### config.mk
export PLATFORM = sky130hd
export DESIGN_NAME = fcpm_modulator
export DESIGN_NICKNAME = d
export VERILOG_FILES = /design/src/fcpm_pkg.sv /design/src/fcpm_modulator.sv
export VERILOG_INCLUDE_DIRS = /design/src
export SDC_FILE = /design/constraint.sdc
export NUM_CORES = 1
export LEC_CHECK = 0
export ABC_CLOCK_PERIOD_IN_PS = 3300
export BUFFER_PORTS_ARGS = -buffer_cell sky130_fd_sc_hd__buf_2
export CAP_MARGIN = 20
export CORE_MARGIN = 2
export CORE_UTILIZATION = 30
export CTS_CLUSTER_DIAMETER = 80
export DETAILED_ROUTE_END_ITERATION = 7
export HOLD_SLACK_MARGIN = 0.02
export SLEW_MARGIN = 10
export SYNTH_ARGS = -nofsm -noshare
export SYNTH_HDL_FRONTEND = slang
export SYNTH_SLANG_ARGS = --single-unit
### constraint.sdc
create_clock -name clk -period 3.3 [get_ports clk]
set_input_delay 0.495 -clock clk [delete_from_list [all_inputs] [get_ports clk]]
set_output_delay 0.495 -clock clk [all_outputs]
set_load 0.005 [all_outputs]
### src/fcpm_map.svh
// widths, field positions and reset values of the pulse modulator
// assumes inclusion by bare name from the package and the design file
`ifndef FCPM_MAP_SVH
`define FCPM_MAP_SVH
`define FCPM_CNT_W        10
`define FCPM_NCH          4
`define FCPM_CTL_INV_LSB  0
`define FCPM_CTL_FLAG_BIT 5
`define FCPM_CTL_LOAD_BIT 6
`define FCPM_CTL_RUN_BIT  7
`define FCPM_CTL_RST      8'h00
`define FCPM_ALL_ZERO     10'h000
`define FCPM_ALL_ONE      10'h3ff
`define FCPM_PERIOD_RST   10'h3ff
`define FCPM_CMP_RST      10'h000
`define FCPM_PH_W         2
`endif

### src/fcpm_pkg.sv
// types shared by the pulse modulator
// assumes fcpm_map.svh on the include path
`include "fcpm_map.svh"
package fcpm_pkg;
  typedef logic [`FCPM_CNT_W-1:0] fcpm_count_t;
  typedef logic [`FCPM_NCH-1:0]   fcpm_chmask_t;
endpackage

### src/fcpm_modulator.sv
// four channel pulse width modulator with one shared 10-bit down counter
// assumes software drives the write strobes one cycle each, synchronous to clk
`timescale 1ns/1ns
`include "fcpm_map.svh"

module fcpm_modulator
  import fcpm_pkg::*;
(
  input  wire logic        clk,
  input  wire logic        sys_rst,
  input  wire logic        ctl_wr,
  input  wire logic [7:0]  ctl_wdata,
  input  wire logic        period_high_wr,
  input  wire logic        period_low_wr,
  input  wire logic [7:0]  period_wdata,
  input  wire logic [3:0]  cmp_high_wr,
  input  wire logic [3:0]  cmp_low_wr,
  input  wire logic [7:0]  cmp_wdata,
  input  wire logic        underflow_irq_enable,
  output logic [7:0]       modulator_control_reg,
  output logic [3:0]       channel_output,
  output logic [9:0]       count_value,
  output logic             underflow_irq
);

  fcpm_count_t  count_reg;
  fcpm_count_t  period_hold_reg;
  fcpm_count_t  period_reload_value;
  fcpm_count_t  cmp_hold_reg [`FCPM_NCH];
  fcpm_count_t  cmp_work_reg [`FCPM_NCH];
  fcpm_chmask_t level_reg;
  fcpm_chmask_t invert_reg;
  logic         run_bit;
  logic         load_req_reg;
  logic         underflow_flag;
  logic         underflow;
  logic         load_clear_reg;

  assign underflow = run_bit && (count_reg == `FCPM_ALL_ZERO);

  always_ff @(posedge clk) begin
    if (sys_rst) begin
      count_reg <= `FCPM_PERIOD_RST;
    end else if (underflow && load_req_reg) begin
      // new period takes effect in the very interval that the transfer starts
      count_reg <= period_hold_reg;
    end else if (underflow) begin
      count_reg <= period_reload_value;
    end else if (run_bit) begin
      count_reg <= count_reg - 10'h001;
    end
  end

  // high part takes bits 9:8, low part bits 7:0
  always_ff @(posedge clk) begin
    if (sys_rst) begin
      period_hold_reg <= `FCPM_PERIOD_RST;
    end else if (period_high_wr) begin
      period_hold_reg[9:8] <= period_wdata[`FCPM_PH_W-1:0];
    end else if (period_low_wr) begin
      period_hold_reg[7:0] <= period_wdata;
    end
  end

  // transfer only on underflow with load pending
  always_ff @(posedge clk) begin
    if (sys_rst) begin
      period_reload_value <= `FCPM_PERIOD_RST;
    end else if (underflow && load_req_reg) begin
      period_reload_value <= period_hold_reg;
    end
  end

  genvar ch;
  generate
    for (ch = 0; ch < `FCPM_NCH; ch++) begin : g_ch
      always_ff @(posedge clk) begin
        if (sys_rst) begin
          cmp_hold_reg[ch] <= `FCPM_CMP_RST;
        end else if (cmp_high_wr[ch]) begin
          cmp_hold_reg[ch][9:8] <= cmp_wdata[`FCPM_PH_W-1:0];
        end else if (cmp_low_wr[ch]) begin
          cmp_hold_reg[ch][7:0] <= cmp_wdata;
        end
      end

      always_ff @(posedge clk) begin
        if (sys_rst) begin
          cmp_work_reg[ch] <= `FCPM_CMP_RST;
        end else if (underflow && load_req_reg) begin
          cmp_work_reg[ch] <= cmp_hold_reg[ch];
        end
      end

      // level is the non-inverted waveform; frozen while idle
      always_ff @(posedge clk) begin
        if (sys_rst) begin
          level_reg[ch] <= 1'b1;
        end else if (!run_bit) begin
          level_reg[ch] <= level_reg[ch];
        end else if (cmp_work_reg[ch] == `FCPM_ALL_ZERO) begin
          level_reg[ch] <= 1'b1;
        end else if (cmp_work_reg[ch] == `FCPM_ALL_ONE) begin
          level_reg[ch] <= 1'b0;
        end else if (cmp_work_reg[ch] > period_reload_value) begin
          level_reg[ch] <= 1'b0;
        end else if (underflow) begin
          level_reg[ch] <= 1'b1;
        end else if (count_reg == cmp_work_reg[ch]) begin
          level_reg[ch] <= 1'b0;
        end
      end

      always_ff @(posedge clk) begin
        if (sys_rst) begin
          channel_output[ch] <= 1'b1;
        end else if (!run_bit) begin
          channel_output[ch] <= channel_output[ch];
        end else begin
          channel_output[ch] <= level_reg[ch] ^ invert_reg[ch];
        end
      end
    end
  endgenerate

  always_ff @(posedge clk) begin
    if (sys_rst) begin
      run_bit    <= 1'b0;
      invert_reg <= '0;
    end else if (ctl_wr) begin
      run_bit    <= ctl_wdata[`FCPM_CTL_RUN_BIT];
      invert_reg <= ctl_wdata[`FCPM_CTL_INV_LSB +: `FCPM_NCH];
    end
  end

  // a control write replaces the pending request with its load bit, cancelling it when that bit is 0
  always_ff @(posedge clk) begin
    if (sys_rst) begin
      load_req_reg <= 1'b0;
    end else if (ctl_wr) begin
      load_req_reg <= ctl_wdata[`FCPM_CTL_LOAD_BIT];
    end else if (load_clear_reg) begin
      load_req_reg <= 1'b0;
    end
  end

  always_ff @(posedge clk) begin
    if (sys_rst) begin
      load_clear_reg <= 1'b0;
    end else begin
      load_clear_reg <= underflow && load_req_reg && !ctl_wr;
    end
  end

  // set wins over the software clear in the same cycle
  always_ff @(posedge clk) begin
    if (sys_rst) begin
      underflow_flag <= 1'b0;
    end else if (underflow) begin
      underflow_flag <= 1'b1;
    end else if (ctl_wr && !ctl_wdata[`FCPM_CTL_FLAG_BIT]) begin
      underflow_flag <= 1'b0;
    end
  end

  always_ff @(posedge clk) begin
    if (sys_rst) begin
      underflow_irq <= 1'b0;
    end else begin
      underflow_irq <= underflow_flag && underflow_irq_enable;
    end
  end

  always_ff @(posedge clk) begin
    if (sys_rst) begin
      modulator_control_reg <= `FCPM_CTL_RST;
      count_value           <= `FCPM_PERIOD_RST;
    end else begin
      modulator_control_reg <= {run_bit, load_req_reg, underflow_flag, 1'b0, invert_reg};
      count_value           <= count_reg;
    end
  end
endmodule // fcpm_modulator

==> results by group, run 1 <==
Status
  – Status: complete, no violations

Critical path
  – CP Depth: 7
  – Critical path type: register to register
  – Worst reg2reg path depth: 7
  – CP required: around 3600 ps
  – Worst setup SP type: register
  – Slowest-stage cell, CP: and2_1
  – CP Cell Sequence: inv_1, ha_1, or4b_1, nor4_4, and2_1, nor2_1, a211o_1
  – Crit path buf inv count: 1
  – Delay-heaviest family, CP: simple AND/OR/NAND/NOR gates
  – CP arrival: a little over 3000 ps
  – Crit path capture type: register
  – CP max stage delay: 610 ps
  – Crit Path Max Fanout: 18

CTS
  – Clock buffer count from CTS: 17
  – Worst skew pair latency: 420 ps
  – Clock tree buffer depth: 2
  – Post CTS Setup Buffer Count: 0
  – CTS tree: yes
  – Clk sink count: around 140
  – Hold buffers post-CTS: 0
  – Resized Gates After CTS: 0
  – H-tree Lvls: 4
  – CTS root buffer: clkbuf_16
  – Clk slew on worst S/H paths: roughly 60 ps

Placement
  – GPL Wtd Cong: around 0.87
  – Post-DP HPWL: 11800 µm
  – Dpl cell area: ~0.0078 mm²
  – Placed Cells incl. Taps: between 1000 and 1500
  – Port bufs: 58

Finish
  – Nets: between 700 and 800
  – Final Non-Filler Cells: 1035
  – FILL cells: 2375
  – Most frequent cells in the layout: edfxtp_1 (80), dfxtp_1 (64), buf_2 (58)
  – Area grow syn2layout: 16.0%
  – Commonest non-fill, non-tap cell in the layout: edfxtp_1
  – Layout cells sized above 1: 0.172
  – Multi-input logic area: roughly 0.0032 mm²
  – Final core utilization: 0.355
  – Register area: about 0.0037 mm²
  – N_diodes: 0
  – Final Instance Area: about 0.0083 mm²

Synth
  – Top_reg_cell synth: edfxtp_1
  – Register area share after synthesis: 0.512
  – Yosys cell types: 47
  – XOR/XNOR Fraction of Synth Area: 0.0535
  – Count of synthesis-stage warnings from yosys: 0
  – Net Count, Synth: roughly 730
  – Synth area leaders: edfxtp_1 (33%), dfxtp_1 (18%), ha_1 (7.3%), xor2_1 (3.9%), and2_1 (3.7%)
  – Ys async rst share: 0
  – Register bit total from synthesis: 144
  – Simple-gate share of the synthesized area: 0.201
  – Adder-Cell Fraction of Synth Area: 0.0730
  – Avg Cell Area, Syn: roughly 11 µm²
  – Proportion of synthesized area in mux cells: 0.0223
  – Syn Inst Count: between 600 and 700
  – Post-synthesis cell area: ~0.0072 mm²
  – Share of the synthesized area in the top cell type: 0.334
  – Number of enable flip-flop cells after synthesis: 80
  – Synth Area in Compound Gates: 0.101
  – Cell taking the most area after synthesis: edfxtp_1
  – Combinational family with the most area after synthesis: simple AND/OR/NAND/NOR gates

Timing
  – Slew Limit Fails: 0
  – Final Setup Violations: 0
  – Slew headroom: 0.323
  – Least-Margin Pin Slew: between 1000 and 1500 ps
  – RSZ-0062 raised after global routing: false
  – Skew final: ~9.5 ps
  – Minimum clock period: between 2000 and 3000 ps
  – Fmax: around 360 MHz
  – Final hold violation count: 0
  – Hold Slack: around 270 ps
  – Setup TNS: 0 ps
  – Final period util: 0.831

Routing
  – Routed WL: 16700 µm
  – Drt first pass iters: 7
  – Residual DRC count: 0
  – DR vias: 4926
  – Via density: 4.76
  – ANT nets after route: 0
  – Starting DRT DRC Count: 435
  – Wire per inst: roughly 16 µm

Floorplanning
  – Initial core utilization: 0.306
  – I/O pins: 61
  – Die ar.: 0.0252 mm²
  – Die Span Y: 159 µm
  – Die outline width: 159 µm
  – Core Rows: 56
  – Core area: approximately 0.024 mm²

Power and ir drop
  – P_leak: approximately 3.3 nW
  – VDD IR max: about 280 µV
  – Power Density: 488 mW/mm²

Global route
  – Largest net degree at the start of global routing: between 50 and 60
  – Remaining Overflow, GRT: 0
  – GRT Util Overall: 0.136
  – Vias in the first global route: 4801
  – Number of antenna violations at the first check in global routing: 0
  – First-pass GRT wire length: roughly 27000 µm

Hold path
  – Hold path depth: 2
  – HP Class: input pin to register

Job
  – Max-Cap Viols: 0
==> through the flow <==
stage | power (W) | setup slack, ps
after global placement | 0.00231 | 630
after detailed placement | 0.00231 | 592
final | 0.00408 | 556
after floorplan | 0.00221 | 177
after global routing | 0.00423 | 394
after CTS | 0.00411 | 574
==> layer usage <==
| layer | vias to the layer above | global-route usage | routed length (µm) |
|---|---|---|---|
| met4 | 0 | 0.0558 | 399 |
| met2 | 131 | 0.209 | 7520 |
| met5 | - | 0 | 0 |
| li1 | 2479 | - | - |
| met3 | 26 | 0.0324 | 844 |
| met1 | 2290 | 0.185 | 7920 |
==> area by class of cell <==
type,count,share of cell area
Sequential cell,144,0.441
Multi-Input combinational cell,449,0.389
Clock buffer,17,0.0510
Tap cell,319,0.0478
Timing Repair Buffer,71,0.0465
Clock inverter,15,0.0159
Inverter,20,0.00899
==> cell usage after synthesis, types with 2 or more instances <==
| cell type | count |
|---|---|
| xnor2_1 | 12 |
| or2_1 | 4 |
| or2_2 | 14 |
| a211o_1 | 24 |
| and3_1 | 41 |
| o22a_1 | 4 |
| buf_1 | 3 |
| dfxtp_1 | 64 |
| nand2_1 | 10 |
| mux2i_1 | 16 |
| o21a_1 | 6 |
| buf_6 | 3 |
| o41a_1 | 4 |
| a211oi_1 | 4 |
| edfxtp_1 | 80 |
| a21oi_1 | 24 |
| nor2_1 | 41 |
| o21ai_0 | 4 |
| nor2b_1 | 19 |
| inv_1 | 19 |
| nor4_1 | 17 |
| xor2_1 | 32 |
| buf_2 | 9 |
| clkbuf_1 | 20 |
| nor3_1 | 14 |
| ha_1 | 42 |
| o311ai_2 | 4 |
| nand3_1 | 12 |
| a21o_1 | 6 |
| nand2b_1 | 12 |
| o21bai_1 | 3 |
| o22ai_1 | 2 |
| a22oi_1 | 6 |
| nand4_1 | 20 |
| buf_4 | 4 |
| and2_1 | 42 |
==> worst paths after layout <==
path / startpoint / to / slack (ps)
max: count_reg[0] / period_reload_value[5] / 560
min: underflow_irq_enable / underflow_irq / 270
min reg2reg: channel_output[2] / channel_output[2] / 470
max reg2reg: count_reg[0] / period_reload_value[5] / 560
==> logic make-up after synthesis <==
group | after synthesis
AND/OR/NAND/NOR | 252
flip-flops | 144
AO/OA/AOI/OAI | 94
buffers and inverters | 59
XOR/XNOR | 44
adder cells (fa/ha/maj) | 42
multiplexers | 16
other | 1
==> report_power, final <==
part,switching (W),internal (W)
Clock,0.000763,0.00104
Sequential,0.0000758,0.00198
Combinational,0.000119,0.0000945
No activity file was read; power rests on OpenSTA's default activity.
==> run 2, diff against run 1 <==
--- a/config.mk
+++ b/config.mk
@@ -6,7 +6,7 @@
 export SDC_FILE = /design/constraint.sdc
 export NUM_CORES = 1
 export LEC_CHECK = 0
-export ABC_CLOCK_PERIOD_IN_PS = 3300
+export ABC_CLOCK_PERIOD_IN_PS = 2200
 export BUFFER_PORTS_ARGS = -buffer_cell sky130_fd_sc_hd__buf_2
 export CAP_MARGIN = 20
 export CORE_MARGIN = 2
==> constraint.sdc (replaced) <==
create_clock -name clk -period 2.2 [get_ports clk]
set_input_delay 0.33 -clock clk [delete_from_list [all_inputs] [get_ports clk]]
set_output_delay 0.33 -clock clk [all_outputs]
set_load 0.005 [all_outputs]
==> run 2 against run 1 <==
Effect of this change:
- critical endpoint is now cmp_work_reg[2][5]
- largest cell class unchanged
- routed wire length about the same
- core utilization increased by 1.1 points
- power increased by 56%
- final cell count increased by 1.6%
- largest power group unchanged
- clock power increased by 64%
- sequential share of layout area decreased by 1.4 points
- die area unchanged
==> results by group, run 2 (synthesized netlist as in run 1, its figures left out) <==
CTS
  – Clock tree buffer depth: 2 (unchanged)
  – Clock buffer count from CTS: 17 (unchanged)
  – CTS tree: yes
  – Hold buffers post-CTS: 0 (unchanged)
  – Clk sink count: 144 (unchanged)
  – Worst skew pair latency: 420 ps (about the same)
  – Clk slew on worst S/H paths: 60 ps (about the same)
  – H-tree Lvls: 4 (unchanged)
  – CTS root buffer: clkbuf_16

Finish
  – Multi-input logic area: 0.00328 mm² (+0.96%)
  – Final Instance Area: 0.00861 mm² (+3.2%)
  – Layout cells sized above 1: 0.199 (+0.0274)
  – Final Non-Filler Cells: 1052 (+1.6%)
  – Register area: 0.00368 mm² (unchanged)
  – FILL cells: 2355 (-0.84%)
  – Nets: 800 (+2.2%)
  – N_diodes: 0 (unchanged)
  – Most frequent cells in the layout: edfxtp_1 (80), dfxtp_1 (64), buf_2 (58)
  – Area grow syn2layout: 19.7%
  – Commonest non-fill, non-tap cell in the layout: edfxtp_1

Critical path
  – Crit path capture type: register
  – Slowest-stage cell, CP: or4b_4
  – Crit path buf inv count: 3 (+2)
  – Worst Setup SP: count_reg[1]
  – Worst setup SP type: register
  – CP Cell Sequence: inv_4, ha_4, or4b_4, nor4_4, buf_6, nand2_4, nand2b_4, buf_12
  – CP required: 2330 ps (-1270 ps)
  – Delay-heaviest family, CP: simple AND/OR/NAND/NOR gates
  – CP max stage delay: 460 ps (-150 ps)
  – CP arrival: 2230 ps (-810 ps)
  – Critical path type: register to register
  – Crit Path Max Fanout: 21 (+3)
  – Worst r2r src: count_reg[1]

Floorplanning
  – Core area: 0.0235 mm² (unchanged)
  – Die Span Y: 159 µm (unchanged)
  – Die outline width: 159 µm (unchanged)
  – I/O pins: 61 (unchanged)
  – Initial core utilization: 0.306 (unchanged)
  – Die ar.: 0.0252 mm² (unchanged)
  – Core Rows: 56 (unchanged)

Hold path
  – Hold Path Origin: underflow_irq_enable
  – HP Class: input pin to register

Routing
  – Residual DRC count: 0 (unchanged)
  – Routed WL: 16700 µm (about the same)
  – Wire per inst: 15.9 µm (-1.6%)
  – ANT nets after route: 0 (unchanged)
  – Via density: 4.72 (-0.90%)
  – DR vias: 4962 (+0.73%)
  – Starting DRT DRC Count: 367 (-16%)
  – Drt first pass iters: 5 (-2)

Timing
  – Skew final: 8.31 ps (-1.19 ps)
  – Setup TNS: 0 ps (unchanged)
  – Final Setup Violations: 0 (unchanged)
  – Slew Limit Fails: 0 (unchanged)
  – RSZ-0062 raised after global routing: false
  – Slew headroom: 0.562 (+0.238)
  – Fmax: 477 MHz (+31%)
  – Least-Margin Pin Slew: 657 ps (-356 ps)
  – Setup slack after layout: 103 ps (-453 ps)
  – Minimum clock period: 2100 ps (-647 ps)
  – Final hold violation count: 0 (unchanged)
  – Final period util: 0.953 (+0.122)

Placement
  – Dpl cell area: 0.00799 mm² (+2.5%)
  – Post-DP HPWL: 12000 µm (+1.2%)
  – Placed Cells incl. Taps: 1019 (+1.6%)
  – Port bufs: 58 (unchanged)
  – Setup WS pre-CTS: -25.8 ps (-617 ps)
  – GPL Wtd Cong: 0.863 (-0.31%)

Global route
  – Largest net degree at the start of global routing: 52 (unchanged)
  – Vias in the first global route: 4813 (+0.25%)
  – Remaining Overflow, GRT: 0 (unchanged)
  – GRT Util Overall: 0.136 (+0.000272)
  – Number of antenna violations at the first check in global routing: 0 (unchanged)
  – First-pass GRT wire length: 26800 µm (+0.70%)

Power and ir drop
  – Total Power: 0.00637 W (+56%)
  – Power Density: 740 mW/mm² (+52%)
  – VDD IR max: 520 µV (+88%)
  – P_leak: 3.48 nW (+3.9%)

Job
  – Max-Cap Viols: 0 (unchanged)

Status
  – Status: complete, no violations
## run 2: cell count changes in the layout (fill, tap and decap cells not counted), sizes merged
cell	before	now
clkbuf	17	18
buf	71	88
clkinv	8	3
bufinv	1	3
clkinvlp	2	3
inv	24	25
## run 2: final timing paths
check                                           to  slack [ps]  cells after the start
worst max-delay path            cmp_work_reg[2][5]         100                      8
worst min-delay path                 underflow_irq         100                      2
worst max register to register  cmp_work_reg[2][5]         100                      8
worst min register to register   channel_output[1]         470                      1
## run 2: layer usage
metal / track usage / vias up / part of all wire
li1: - / 2512 / -
met1: 0.188 / 2318 / 0.48
met2: 0.212 / 117 / 0.46
met3: 0.0287 / 15 / 0.051
met4: 0.0504 / 0 / 0.016
met5: 0 / - / 0
## run 2: layout make-up
| type | instances | share of cell area |
|---|---|---|
| clock buffer | 18 | 0.0498 |
| clock inverter | 14 | 0.0209 |
| inverter | 20 | 0.00930 |
| multi-input combinational | 449 | 0.380 |
| sequential | 144 | 0.428 |
| tap | 319 | 0.0463 |
| timing repair buffer | 88 | 0.0655 |
## run 2: per-stage QoR
step                      utilization  hold slack, ps
after floorplan                     -             409
after global placement          0.339             445
after detailed placement        0.339             453
after CTS                       0.365            86.5
after global routing            0.366            97.4
final                           0.366             105
## run 2: repair_timing
action	in CTS	in global routing
resized for setup	2	1
buffers inserted	0	1
pin swaps	0	1
gates cloned	0	0
endpoints found under the setup margin	22	51
## run 2: where the power goes
group          total, W  internal (W)  switching (W)
sequential      0.00308       0.00297       0.000103
clock           0.00295       0.00180        0.00114
combinational  0.000351      0.000159       0.000192
total           0.00637       0.00493        0.00144
## run 2: worst reg2reg max path, stage by stage (launching register included)
cell      delay (ps)
dfxtp_1          330
inv_4             70
ha_4             110
or4b_4           460
nor4_4           240
buf_6            210
nand2_4           80
nand2b_4         140
buf_12           170
==> run 3, diff against run 2 <==
--- a/config.mk
+++ b/config.mk
@@ -6,13 +6,14 @@
 export SDC_FILE = /design/constraint.sdc
 export NUM_CORES = 1
 export LEC_CHECK = 0
-export ABC_CLOCK_PERIOD_IN_PS = 2200
+export ABC_CLOCK_PERIOD_IN_PS = 2260
 export BUFFER_PORTS_ARGS = -buffer_cell sky130_fd_sc_hd__buf_2
 export CAP_MARGIN = 20
 export CORE_MARGIN = 2
 export CORE_UTILIZATION = 30
 export CTS_CLUSTER_DIAMETER = 80
 export DETAILED_ROUTE_END_ITERATION = 7
+export GPL_TIMING_DRIVEN = 0
 export HOLD_SLACK_MARGIN = 0.02
 export SLEW_MARGIN = 10
 export SYNTH_ARGS = -nofsm -noshare
==> constraint.sdc (replaced) <==
create_clock -name clk -period 2.26 [get_ports clk]
set_input_delay 0.339 -clock clk [delete_from_list [all_inputs] [get_ports clk]]
set_output_delay 0.339 -clock clk [all_outputs]
set_load 0.005 [all_outputs]
==> run 3 against run 2 <==
Effect of this change:
- critical path depth stayed put
- global-route usage grew 1.3 points
- register-to-register slack got worse by 30 ps
- sequential power is 3% lower
- final cell count increased by 2.6%
- via count up 5.0%
- core utilization grew 0.56 points
- worst setup slack got worse by 33 ps
- clock skew rose by 1.0 ps
- first-iteration DRC count grew 2.7%
==> results by group, run 3 (synthesized netlist as in run 1, its figures left out) <==
Floorplanning
  – Die outline width: 159 µm (unchanged)
  – Die ar.: 0.0252 mm² (unchanged)
  – Die Span Y: 159 µm (unchanged)
  – Core area: 0.0235 mm² (unchanged)
  – Initial core utilization: 0.306 (unchanged)
  – I/O pins: 61 (unchanged)
  – Core Rows: 56 (unchanged)

Placement
  – Dpl cell area: 0.00794 mm² (-0.60%)
  – Post-DP HPWL: 13000 µm (+8.9%)
  – Setup WS pre-CTS: -462 ps (-436 ps)
  – Placed Cells incl. Taps: 1028 (+0.88%)
  – Port bufs: 57 (-1.7%)
  – GPL Wtd Cong: 0.873 (+1.2%)

Timing
  – Final Setup Violations: 0 (unchanged)
  – Setup TNS: 0 ps (unchanged)
  – Final period util: 0.969 (+0.0159)
  – Skew final: 9.32 ps (+1.02 ps)
  – Slew Limit Fails: 0 (unchanged)
  – Setup slack after layout: 70.1 ps (-33.0 ps)
  – Least-Margin Pin Slew: 793 ps (+136 ps)
  – Final hold violation count: 0 (unchanged)
  – Fmax: 457 MHz (-4.2%)
  – Slew headroom: 0.471 (-0.0902)
  – Minimum clock period: 2190 ps (+93.0 ps)

Routing
  – Wire per inst: 17.5 µm (+10%)
  – DR vias: 5212 (+5.0%)
  – Drt first pass iters: 7 (+2)
  – Routed WL: 18800 µm (+13%)
  – Starting DRT DRC Count: 377 (+2.7%)
  – Via density: 4.83 (+2.4%)
  – Residual DRC count: 0 (unchanged)
  – ANT nets after route: 0 (unchanged)

Power and ir drop
  – Power share of the clock group: 0.439 (-0.023)
  – VDD IR max: 398 µV (-24%)
  – NetSw: 0.00141 W (-2.0%)
  – P_leak: 3.56 nW (+2.4%)
  – Power Density: 686 mW/mm² (-7.2%)
  – Internal power: 0.00459 W (-6.9%)
  – Share of power burned in registers: 0.498 (+0.015)
  – Switching share of total power: 0.235 (+0.00911)
  – Combinational power share: 0.063 (+0.008)

Global route
  – Vias in the first global route: 5051 (+4.9%)
  – Largest net degree at the start of global routing: 18 (-65%)
  – First-pass GRT wire length: 28900 µm (+7.7%)
  – Number of antenna violations at the first check in global routing: 0 (unchanged)
  – Remaining Overflow, GRT: 0 (unchanged)
  – GRT Util Overall: 0.149 (+0.0129)

CTS
  – Clk slew on worst S/H paths: 60 ps (about the same)
  – CTS tree: yes
  – Clock tree buffer depth: 2 (unchanged)
  – Worst skew pair latency: 420 ps (about the same)
  – Clock buffer count from CTS: 17 (unchanged)
  – H-tree Lvls: 4 (unchanged)
  – Clk sink count: 144 (unchanged)
  – Hold buffers post-CTS: 0 (unchanged)
  – CTS root buffer: clkbuf_16

Finish
  – Final Non-Filler Cells: 1079 (+2.6%)
  – Area grow syn2layout: 21.5%
  – Final Instance Area: 0.00875 mm² (+1.5%)
  – Layout cells sized above 1: 0.207 (+0.00740)
  – Nets: 827 (+3.4%)
  – N_diodes: 0 (unchanged)
  – Final core utilization: 0.371 (+0.00563)
  – Most frequent cells in the layout: edfxtp_1 (80), dfxtp_1 (64), buf_2 (60)
  – Commonest non-fill, non-tap cell in the layout: edfxtp_1

Critical path
  – CP Cell Sequence: buf_6, or4_4, nor4_4, buf_4, and2_4, buf_4, nor2_1, a211o_1
  – Worst path most repeated cell: buf_4
  – CP required: 2570 ps (+240 ps)
  – Critical path type: register to register
  – CP max stage delay: 540 ps (+80 ps)
  – Worst setup SP type: register
  – Crit path capture type: register
  – Crit Path Max Fanout: 10 (-52%)
  – CP arrival: 2500 ps (+270 ps)
  – Slowest-stage cell, CP: or4_4

Job
  – Max-Cap Viols: 0 (unchanged)

Hold path
  – HP Class: input pin to register

Status
  – Status: complete, no violations
[run 3: cell types whose count changed in the layout (fill, tap and decap cells not counted), sizes merged, moves of 3 or more]
cell / before / now
nand2b: 12 / 19
buf: 88 / 85
clkbuf: 18 / 42
bufinv: 3 / 0
clkinv: 3 / 8
[run 3: cell type report]
type / count / area, µm²
inverters: 20 / 80.1
multi-input cells: 457 / 3400
clock buffers: 20 / 480
plain buffers: 39 / 259
well taps: 319 / 399
fillers: 2358 / 14800
clock inverters: 12 / 80.1
flip-flops and latches: 144 / 3680
repair buffers: 68 / 368
[run 3: power by group through the flow]
stage                     logic (W)  registers, W  clock network, W
after floorplan            0.000229       0.00300                 0
after global placement     0.000348       0.00304                 0
after CTS                  0.000371       0.00299           0.00267
after detailed placement   0.000355       0.00305                 0
after global routing       0.000420       0.00300           0.00277
final                      0.000378       0.00299           0.00264
[run 3: metal layers]
metal | up-vias | routed length (µm) | global-route usage
li1 | 2585 | - | -
met1 | 2432 | 8750 | 0.199
met2 | 175 | 8720 | 0.242
met3 | 20 | 1080 | 0.0342
met4 | 0 | 293 | 0.0471
met5 | - | 0 | 0
[run 3: what timing repair did]
| item | CTS | global route |
|---|---|---|
| gates cloned | 7 | 2 |
| setup endpoints to repair | 50 | 129 |
| pin swaps | 1 | 0 |
| resized for setup | 10 | 22 |
| buffers inserted | 3 | 7 |
[run 3: path summary, 6_finish.rpt]
| kind | endpoint | startpoint | cells past startpoint | slack (ps) |
|---|---|---|---|---|
| setup reg to reg | period_reload_value[2] | count_reg[5] | 8 | 70 |
| setup / recovery | period_reload_value[2] | count_reg[5] | 8 | 70 |
| hold reg to reg | channel_output[3] | channel_output[3] | 1 | 470 |
| hold / removal | underflow_irq | underflow_irq_enable | 2 | 110 |
[run 3: worst max-delay path: cells and delay by family (launching register included)]
kind / cells / cell delay, ps
DFF: 1 / 300
and+or+nand+nor: 4 / 1020
AOI/OAI and AO/OA: 1 / 270
buffers and inverters: 3 / 480
[run 3: per-stage QoR]
step                total power (W)  hold WS, ps
finish                      0.00600          114
global route                0.00619          106
global placement            0.00339          448
CTS                         0.00603          102
floorplan                   0.00323          418
detailed placement          0.00340          453
